File: src/rtcc_pkg.sv
/*
  Shared constants, state records and calendar arithmetic for the time and
  calendar counter bank. Assumes BCD coded register contents as loaded by
  the host; out-of-range values give undefined counting.
*/
package rtcc_pkg;

  // register locations
  localparam logic [7:0] RTCC_ADDR_SEC = 8'h02;
  localparam logic [7:0] RTCC_ADDR_MIN = 8'h03;
  localparam logic [7:0] RTCC_ADDR_HOUR = 8'h04;
  localparam logic [7:0] RTCC_ADDR_DAY = 8'h05;
  localparam logic [7:0] RTCC_ADDR_WDAY = 8'h06;
  localparam logic [7:0] RTCC_ADDR_MON = 8'h07;
  localparam logic [7:0] RTCC_ADDR_YEAR = 8'h08;
  localparam logic [7:0] RTCC_ADDR_MIN_MATCH = 8'h09;
  localparam logic [7:0] RTCC_ADDR_HR_MATCH = 8'h0a;

  // implemented bits of each register; the rest read zero
  localparam logic [7:0] RTCC_MASK_SEC = 8'hff;
  localparam logic [7:0] RTCC_MASK_MIN = 8'h7f;
  localparam logic [7:0] RTCC_MASK_HOUR = 8'h3f;
  localparam logic [7:0] RTCC_MASK_DAY = 8'h3f;
  localparam logic [7:0] RTCC_MASK_WDAY = 8'h07;
  localparam logic [7:0] RTCC_MASK_MON = 8'h1f;
  localparam logic [7:0] RTCC_MASK_YEAR = 8'hff;
  localparam logic [7:0] RTCC_MASK_MIN_MATCH = 8'hff;
  localparam logic [7:0] RTCC_MASK_HR_MATCH = 8'hbf;

  // field positions
  localparam int RTCC_INTEGRITY_BIT = 7;
  localparam int RTCC_MATCH_DISABLE_BIT = 7;
  localparam int RTCC_MERIDIEM_BIT = 5;

  // reset values
  localparam logic [7:0] RTCC_RST_SEC = 8'h80;
  localparam logic [7:0] RTCC_RST_MIN = 8'h00;
  localparam logic [7:0] RTCC_RST_HOUR = 8'h00;
  localparam logic [7:0] RTCC_RST_DAY = 8'h01;
  localparam logic [7:0] RTCC_RST_WDAY = 8'h00;
  localparam logic [7:0] RTCC_RST_MON = 8'h01;
  localparam logic [7:0] RTCC_RST_YEAR = 8'h00;
  localparam logic [7:0] RTCC_RST_MATCH = 8'h80;

  // rollover points
  localparam logic [6:0] RTCC_SEC_LAST = 7'h59;
  localparam logic [6:0] RTCC_MIN_LAST = 7'h59;
  localparam logic [5:0] RTCC_HOUR24_LAST = 6'h23;
  localparam logic [4:0] RTCC_HOUR12_ELEVEN = 5'h11;
  localparam logic [4:0] RTCC_HOUR12_TWELVE = 5'h12;
  localparam logic [4:0] RTCC_HOUR12_ONE = 5'h01;
  localparam logic [2:0] RTCC_WDAY_LAST = 3'h6;
  localparam logic [4:0] RTCC_MON_LAST = 5'h12;
  localparam logic [7:0] RTCC_YEAR_LAST = 8'h99;
  localparam logic [5:0] RTCC_DAY_FIRST = 6'h01;
  localparam logic [4:0] RTCC_MON_FIRST = 5'h01;

  typedef struct packed {
    logic [7:0] sec;
    logic [7:0] min;
    logic [7:0] hour;
    logic [7:0] day;
    logic [7:0] wday;
    logic [7:0] mon;
    logic [7:0] year;
  } rtcc_time_t;

  typedef struct packed {
    rtcc_time_t tm;
    logic [7:0] min_match;
    logic [7:0] hr_match;
    logic pending;
    logic [7:0] rd_data;
  } rtcc_regs_state_t;

  typedef struct packed {
    logic s1;
    logic s2;
    logic s3;
    logic level;
  } rtcc_sync_state_t;

  typedef struct packed {
    logic prev_match;
    logic flag;
  } rtcc_match_state_t;

  // next BCD value, units 9 wraps into the tens digit
  function automatic logic [7:0] rtcc_bcd_inc(input logic [7:0] v);
    if (v[3:0] == 4'h9) begin
      return {v[7:4] + 4'h1, 4'h0};
    end
    return {v[7:4], v[3:0] + 4'h1};
  endfunction

  // year divisible by four, year 00 included
  function automatic logic rtcc_is_leap(input logic [7:0] y);
    logic [6:0] bin;
    bin = 7'(y[7:4]) * 7'd10 + 7'(y[3:0]);
    return bin[1:0] == 2'b00;
  endfunction

  function automatic logic [5:0] rtcc_month_days(input logic [4:0] m, input logic [7:0] y);
    case (m)
      5'h02: return rtcc_is_leap(y) ? 6'h29 : 6'h28;
      5'h04, 5'h06, 5'h09, 5'h11: return 6'h30;
      default: return 6'h31;
    endcase
  endfunction

endpackage

File: src/rtcc_calendar_regs.sv
/*
  Time of day and calendar counter bank with a minute and hour match.
  Assumes the serial interface logic on clk_i marks each access with
  access_active_i and gives single-cycle write strobes inside it; the 1 Hz
  tick arrives asynchronously from the oscillator.
*/
// What this block does
// - minutes: tens bits 6:4, units 3:0
// - 12-hour: meridiem bit 5, tens bit 4
// - format input selects 12/24 hour coding
// - days: tens bits 5:4, units 3:0
// - February 29 when year divisible by four
// - weekday 0-6 in bits 2:0
// - month BCD 1-12, bits 7:5 zero
// - year BCD 00-99 in bits 7:0
// - counters frozen during any access
// - one missed tick kept, applied after access
// - enabled match settings compared with time
// - minute setting: bit 7 disable, default 1
// - hour setting: bit 7 disable, bit 6 zero
// - seconds BCD, bit 7 integrity lost flag
// - match flag set on first full match
// - after clear, set only on new match
`timescale 1ns/1ns
`default_nettype none

module rtcc_calendar_regs (
  // clock and reset
  input wire logic clk_i,
  input wire logic arst_n_i,
  // oscillator tick and format
  input wire logic tick_1hz_i,
  input wire logic hour_12_mode_i,
  // register port
  input wire logic access_active_i,
  input wire logic reg_wr_i,
  input wire logic [7:0] reg_addr_i,
  input wire logic [7:0] reg_wdata_i,
  output logic [7:0] reg_rdata_o,
  // match flag
  input wire logic match_flag_clr_i,
  output logic match_flag_o,
  output logic match_o
);
  import rtcc_pkg::*;

  rtcc_regs_state_t s;
  rtcc_regs_state_t next_s;
  logic tick_pulse;
  logic do_inc;

  rtcc_tick_sync u_tick_sync (
    .clk_i(clk_i),
    .arst_n_i(arst_n_i),
    .tick_i(tick_1hz_i),
    .tick_pulse_o(tick_pulse)
  );

  rtcc_match_cmp u_match_cmp (
    .clk_i(clk_i),
    .arst_n_i(arst_n_i),
    .min_count_i(s.tm.min),
    .hour_count_i(s.tm.hour),
    .min_match_i(s.min_match),
    .hr_match_i(s.hr_match),
    .flag_clr_i(match_flag_clr_i),
    .match_o(match_o),
    .flag_o(match_flag_o)
  );

  // one step of the whole chain, seconds upward
  function automatic rtcc_time_t advance(input rtcc_time_t t, input logic fmt12);
    rtcc_time_t n;
    logic carry;
    logic [7:0] tmp;
    logic [4:0] h12;
    n = t;
    carry = 1'b0;
    // seconds, integrity flag left untouched
    if (t.sec[6:0] == RTCC_SEC_LAST) begin
      n.sec[6:0] = 7'h00;
      carry = 1'b1;
    end else begin
      tmp = rtcc_bcd_inc({1'b0, t.sec[6:0]});
      n.sec[6:0] = tmp[6:0];
    end
    // minutes
    if (carry) begin
      carry = 1'b0;
      if (t.min[6:0] == RTCC_MIN_LAST) begin
        n.min = 8'h00;
        carry = 1'b1;
      end else begin
        n.min = rtcc_bcd_inc(t.min);
      end
    end
    // hours in the selected format
    if (carry) begin
      carry = 1'b0;
      if (fmt12) begin
        h12 = t.hour[4:0];
        if (h12 == RTCC_HOUR12_ELEVEN) begin
          n.hour[4:0] = RTCC_HOUR12_TWELVE;
          n.hour[RTCC_MERIDIEM_BIT] = ~t.hour[RTCC_MERIDIEM_BIT];
          // 11 pm to 12 am starts a new day
          carry = t.hour[RTCC_MERIDIEM_BIT];
        end else if (h12 == RTCC_HOUR12_TWELVE) begin
          n.hour[4:0] = RTCC_HOUR12_ONE;
        end else begin
          tmp = rtcc_bcd_inc({3'b000, h12});
          n.hour[4:0] = tmp[4:0];
        end
      end else begin
        if (t.hour[5:0] == RTCC_HOUR24_LAST) begin
          n.hour = 8'h00;
          carry = 1'b1;
        end else begin
          n.hour = rtcc_bcd_inc(t.hour);
        end
      end
    end
    // day, weekday, month, year
    if (carry) begin
      carry = 1'b0;
      if (t.wday[2:0] == RTCC_WDAY_LAST) begin
        n.wday = 8'h00;
      end else begin
        n.wday = {5'b00000, t.wday[2:0] + 3'h1};
      end
      if (t.day[5:0] == rtcc_month_days(t.mon[4:0], t.year)) begin
        n.day = {2'b00, RTCC_DAY_FIRST};
        carry = 1'b1;
      end else begin
        n.day = rtcc_bcd_inc(t.day);
      end
    end
    if (carry) begin
      carry = 1'b0;
      if (t.mon[4:0] == RTCC_MON_LAST) begin
        n.mon = {3'b000, RTCC_MON_FIRST};
        carry = 1'b1;
      end else begin
        n.mon = rtcc_bcd_inc(t.mon);
      end
    end
    if (carry) begin
      if (t.year == RTCC_YEAR_LAST) begin
        n.year = 8'h00;
      end else begin
        n.year = rtcc_bcd_inc(t.year);
      end
    end
    return n;
  endfunction

  // read view; reserved bits already zero in storage
  function automatic logic [7:0] read_reg(input rtcc_regs_state_t r, input logic [7:0] a);
    if (a == RTCC_ADDR_SEC) begin
      return r.tm.sec;
    end else if (a == RTCC_ADDR_MIN) begin
      return r.tm.min;
    end else if (a == RTCC_ADDR_HOUR) begin
      return r.tm.hour;
    end else if (a == RTCC_ADDR_DAY) begin
      return r.tm.day;
    end else if (a == RTCC_ADDR_WDAY) begin
      return r.tm.wday;
    end else if (a == RTCC_ADDR_MON) begin
      return r.tm.mon;
    end else if (a == RTCC_ADDR_YEAR) begin
      return r.tm.year;
    end else if (a == RTCC_ADDR_MIN_MATCH) begin
      return r.min_match;
    end else if (a == RTCC_ADDR_HR_MATCH) begin
      return r.hr_match;
    end
    return 8'h00;
  endfunction

  always_comb begin
    next_s = s;
    do_inc = 1'b0;
    if (access_active_i) begin
      // frozen; a second tick in the same access is lost
      if (tick_pulse) begin
        next_s.pending = 1'b1;
      end
    end else if (s.pending) begin
      // held tick first; a tick landing now waits one more cycle
      do_inc = 1'b1;
      next_s.pending = tick_pulse;
    end else begin
      do_inc = tick_pulse;
    end
    if (do_inc) begin
      next_s.tm = advance(s.tm, hour_12_mode_i);
    end
    // a write outside an access still wins over a same-cycle increment
    if (reg_wr_i) begin
      if (reg_addr_i == RTCC_ADDR_SEC) begin
        next_s.tm.sec = reg_wdata_i & RTCC_MASK_SEC;
      end else if (reg_addr_i == RTCC_ADDR_MIN) begin
        next_s.tm.min = reg_wdata_i & RTCC_MASK_MIN;
      end else if (reg_addr_i == RTCC_ADDR_HOUR) begin
        next_s.tm.hour = reg_wdata_i & RTCC_MASK_HOUR;
      end else if (reg_addr_i == RTCC_ADDR_DAY) begin
        next_s.tm.day = reg_wdata_i & RTCC_MASK_DAY;
      end else if (reg_addr_i == RTCC_ADDR_WDAY) begin
        next_s.tm.wday = reg_wdata_i & RTCC_MASK_WDAY;
      end else if (reg_addr_i == RTCC_ADDR_MON) begin
        next_s.tm.mon = reg_wdata_i & RTCC_MASK_MON;
      end else if (reg_addr_i == RTCC_ADDR_YEAR) begin
        next_s.tm.year = reg_wdata_i & RTCC_MASK_YEAR;
      end else if (reg_addr_i == RTCC_ADDR_MIN_MATCH) begin
        next_s.min_match = reg_wdata_i & RTCC_MASK_MIN_MATCH;
      end else if (reg_addr_i == RTCC_ADDR_HR_MATCH) begin
        next_s.hr_match = reg_wdata_i & RTCC_MASK_HR_MATCH;
      end
    end
    // registered read, one cycle behind the address
    next_s.rd_data = read_reg(s, reg_addr_i);
  end

  always_ff @(posedge clk_i or negedge arst_n_i) begin
    if (!arst_n_i) begin
      // integrity lost flag comes up set
      s.tm.sec <= RTCC_RST_SEC;
      s.tm.min <= RTCC_RST_MIN;
      s.tm.hour <= RTCC_RST_HOUR;
      s.tm.day <= RTCC_RST_DAY;
      s.tm.wday <= RTCC_RST_WDAY;
      s.tm.mon <= RTCC_RST_MON;
      s.tm.year <= RTCC_RST_YEAR;
      // both match settings start disabled
      s.min_match <= RTCC_RST_MATCH;
      s.hr_match <= RTCC_RST_MATCH;
      s.pending <= 1'b0;
      s.rd_data <= 8'h00;
    end else begin
      s <= next_s;
    end
  end

  assign reg_rdata_o = s.rd_data;

endmodule

`default_nettype wire

File: src/rtcc_match_cmp.sv
/*
  Minute and hour match comparator with the sticky match flag. Assumes
  the hour setting uses the same hour format as the hour count.
*/
`timescale 1ns/1ns
`default_nettype none

module rtcc_match_cmp (
  // clock and reset
  input wire logic clk_i,
  input wire logic arst_n_i,
  // current time and settings
  input wire logic [7:0] min_count_i,
  input wire logic [7:0] hour_count_i,
  input wire logic [7:0] min_match_i,
  input wire logic [7:0] hr_match_i,
  // flag
  input wire logic flag_clr_i,
  output logic match_o,
  output logic flag_o
);
  import rtcc_pkg::*;

  rtcc_match_state_t s;
  rtcc_match_state_t next_s;
  logic min_on;
  logic hr_on;
  logic match_now;

  always_comb begin
    min_on = ~min_match_i[RTCC_MATCH_DISABLE_BIT];
    hr_on = ~hr_match_i[RTCC_MATCH_DISABLE_BIT];
    // disabled settings take no part; nothing enabled never matches
    match_now = (min_on | hr_on) &
                (!min_on || min_match_i[6:0] == min_count_i[6:0]) &
                (!hr_on || hr_match_i[5:0] == hour_count_i[5:0]);
    next_s = s;
    next_s.prev_match = match_now;
    if (flag_clr_i) begin
      next_s.flag = 1'b0;
    end
    // only a fresh match sets it, so a clear during a match sticks
    if (match_now && !s.prev_match) begin
      next_s.flag = 1'b1;
    end
  end

  always_ff @(posedge clk_i or negedge arst_n_i) begin
    if (!arst_n_i) begin
      s <= '0;
    end else begin
      s <= next_s;
    end
  end

  assign match_o = s.prev_match;
  assign flag_o = s.flag;

endmodule

`default_nettype wire

File: src/rtcc_tick_sync.sv
/*
  Brings the 1 Hz tick from the oscillator domain onto clk_i and turns
  each rising edge into a one-cycle pulse. Assumes the tick stays high and
  low for several clk_i periods each.
*/
`timescale 1ns/1ns
`default_nettype none

module rtcc_tick_sync (
  // clock and reset
  input wire logic clk_i,
  input wire logic arst_n_i,
  // tick in and pulse out
  input wire logic tick_i,
  output logic tick_pulse_o
);
  import rtcc_pkg::*;

  rtcc_sync_state_t s;
  rtcc_sync_state_t next_s;

  always_comb begin
    next_s = s;
    next_s.s1 = tick_i;
    next_s.s2 = s.s1;
    next_s.s3 = s.s2;
    // a change counts only once two later stages agree
    if (s.s2 == s.s3) begin
      next_s.level = s.s3;
    end
  end

  always_ff @(posedge clk_i or negedge arst_n_i) begin
    if (!arst_n_i) begin
      s <= '0;
    end else begin
      s <= next_s;
    end
  end

  assign tick_pulse_o = next_s.level & ~s.level;

endmodule

`default_nettype wire

File: config.mk
export PLATFORM = sky130hd
export DESIGN_NAME = rtcc_calendar_regs
export DESIGN_NICKNAME = d
export VERILOG_FILES = /design/src/rtcc_pkg.sv /design/src/rtcc_calendar_regs.sv /design/src/rtcc_match_cmp.sv /design/src/rtcc_tick_sync.sv
export SDC_FILE = /design/constraint.sdc
export NUM_CORES = 1
export LEC_CHECK = 0
export BUFFER_PORTS_ARGS = -buffer_cell sky130_fd_sc_hd__buf_2
export CORE_ASPECT_RATIO = 0.9
export CORE_UTILIZATION = 40
export CTS_CLUSTER_SIZE = 14
export DETAILED_ROUTE_END_ITERATION = 10
export HOLD_SLACK_MARGIN = 0.08
export PLACE_DENSITY_LB_ADDON = 0.05
export SYNTH_ARGS = -nofsm -noshare
export SYNTH_HDL_FRONTEND = slang
export SYNTH_SLANG_ARGS = --single-unit
File: constraint.sdc
create_clock -name clk_i -period 3.42 [get_ports clk_i]
set_input_delay 0.342 -clock clk_i [delete_from_list [all_inputs] [get_ports clk_i]]
set_output_delay 0.342 -clock clk_i [all_outputs]
set_load 0.01 [all_outputs]
==> out/qor.yml <==
die_x_um: 128
fillers: 1398
htreeDepth: 3
wl_um: 17300
clockRootBuffer: "clkbuf_16"
via_count: 5022
synthDistinctLibCells: 69
syn_to_final_growth_pct: 11.6
path_class: "reg -> reg"
ys_seq_elements: 86
final_core_util: 0.466
synth_top_cell_by_area: "dfrtp_1"
p_leak_uw: 0.00277
reg2reg_to: "s[27]"
setup_ws_ps: 508
synth-async-reset-ratio: 1.00
antenna_found_initial: 0
grt_pass1_wl_um: 27300
tightest_slew_ps: 833
min_period_over_period: 0.851
core_area_um2: 13600
die_y_um: 115
synthCells: 660
syn-num-nets: 702
yosys_warnings: 0
post-route-min-period_ps: 2910
hold_path.class: "in -> async"
num-nets-final: 719
clk_path_buf_depth: 2
io-pin-count: 33
start_kind: "register"
finalHoldViolCount: 0
avgSynthCellArea_um2: 8.61
rows: 40
clkTransAtPathRegs_ps: 60
ys.flop_type: "dfrtp_1"
setup_viol: 0
cp-end-kind: "register"
start_util: 0.417
power_density_nw_per_um2: 433
ir_worst_vdd_uv: 363
die_area_um2: 14700
cts_tree: "done"
arrival_ps: 3180
relSlewSlack: 0.444
gp_congestion: 0.901
grt_start_max_net_pins: 62
synth.most_common_cell: "dfrtp_1"
synth-edff-count: 0
first_pass_iters: 5
drc: 0
grtUsageTotal: 0.251
rsz0062_at_grt: "false"
gr-total-overflow: 0
multi_input_area_um2: 3220
cp_cell_sequence: "inv_1, ha_1, nand3b_1, nor4_2, buf_4, and3_1, nand4_2, or4_1, a31oi_1"
fmax_mhz: 343
preCtsSetupSlack_ps: 535
fin_tns_setup_ps: 0
slowest_delay_ps: 590
antenna_cells: 0
maxSlewViolCount: 0
crit_slowest_cell: "or4_1"
wire_per_inst_um: 19.9
cp_max_fo: 13
synth.top_cell.area_share: 0.357
synth_top_cells_by_count: "dfrtp_1 (81), nand2_1 (73), nor2_1 (62)"
ant_nets: 0
cts_setup_buffers: 0
vias_per_cell: 5.77
reg2reg_slack_ps: 510
r2r_start: "s[74]"
synth_area_leaders: "dfrtp_1 (36%), nand2_1 (4.8%), ha_1 (4.2%), nor2_1 (4.1%), a21oi_1 (3.8%)"
port_buffers: 32
rr_worst_depth: 9
drt-initial-drc-count: 450
dpl.hpwl_um: 12700
clock_sinks: 86
final.setup_skew_ps: 5.40
yosysSeqAreaShare: 0.380
synth_area_um2: 5680
status: "finished, final reports clean"
worstPathRequired_ps: 3690
ff_latch_area_um2: 2160
max-cap-violations: 0
drive_gt1_frac: 0.152
cts_buffers: 9
insertion_delay_ps: 350
grt_pass1_vias: 4666
## timing repair
action	4_1_cts	5_1_grt
endpoints found under the setup margin	0	0
gates resized for setup	0	0
hold buffers	1	0
hold endpoints to repair	1	0
## metrics by stage
stage | std cells | hold slack (ps) | total power (µW) | instance area (µm²)
detailed placement | 854 | 337 | 1660 | 6000
global route | 871 | 147 | 2870 | 6340
global placement | 854 | 333 | 1650 | 6000
finish | 871 | 90.1 | 2750 | 6340
CTS | 871 | 126 | 2770 | 6340
floorplan | 660 | 46.4 | 1480 | 5680
## kinds of logic after synthesis
family,share of synthesized area
multiplexers,0.0661
XOR/XNOR,0.0355
buffers and inverters,0.0529
AO/OA/AOI/OAI,0.200
adder cells (fa/ha/maj),0.0419
flip-flops,0.380
AND/OR/NAND/NOR,0.223
## metal layers
metal  track usage  up-vias  routed length [µm]
met5             0        -                   0
met4        0.0682        0                 209
met3        0.0624       14                 951
met2         0.368      148                7340
met1         0.367     2450                8800
li1              -     2410                   -
## flip-flops by register name (all words and copies together) (netlist names)
name                 cells
u_match_cmp.flag_o       1
u_tick_sync.s            2
u_tick_sync.next_s       2
reg_rdata_o              8
s                       72
u_match_cmp.match_o      1
## layout by cell type (no fill, tap or decap), types with 9 or more instances in the layout
cell type	Yosys	layout
clkbuf_16	0	9
mux2i_1	15	15
o21ai_0	38	38
or3_1	9	9
buf_2	0	31
buf_4	10	20
o22ai_1	9	9
nand2_1	73	73
xnor2_1	10	10
nor2_1	62	62
a31oi_1	12	12
nor3_1	21	21
mux2_2	19	19
o21ai_1	16	16
dfrtp_1	81	81
inv_1	20	20
xor2_1	13	13
and2_1	9	9
a21oi_1	43	43
nand3_1	17	17
ha_1	19	19
## worst max-delay path, delay by kind of cell, from the launching register on
kind	cells	cell delay (ps)
adder cells (fa/ha/maj)	1	160
flip-flops	1	420
buffers and inverters	2	270
AO/OA/AOI/OAI	1	190
AND/OR/NAND/NOR	5	1770
## how the worst max path moves through the flow
stage / from / endpoint / slack (ps)
3_3_place_gp: s[74] / s[29] / 600
3_5_place_dp: s[74] / s[27] / 530
5_1_grt: s[65] / s[27] / 290
6_report: s[74] / s[27] / 510
4_1_cts: s[74] / s[27] / 510
2_1_floorplan: s[35] / s[29] / 960
## power breakdown
part           internal, µW  switching, µW
logic                   171            241
registers              1100            134
clock network           680            422
total                  1950            797
## cell type report
class	instances	share of cell area
inverters	20	0.0118
multi-input cells	508	0.508
clock inverters	5	0.0128
clock buffers	11	0.0399
flip-flops and latches	86	0.340
well taps	189	0.0373
repair buffers	52	0.0497
(Power assumes the default switching activity.)
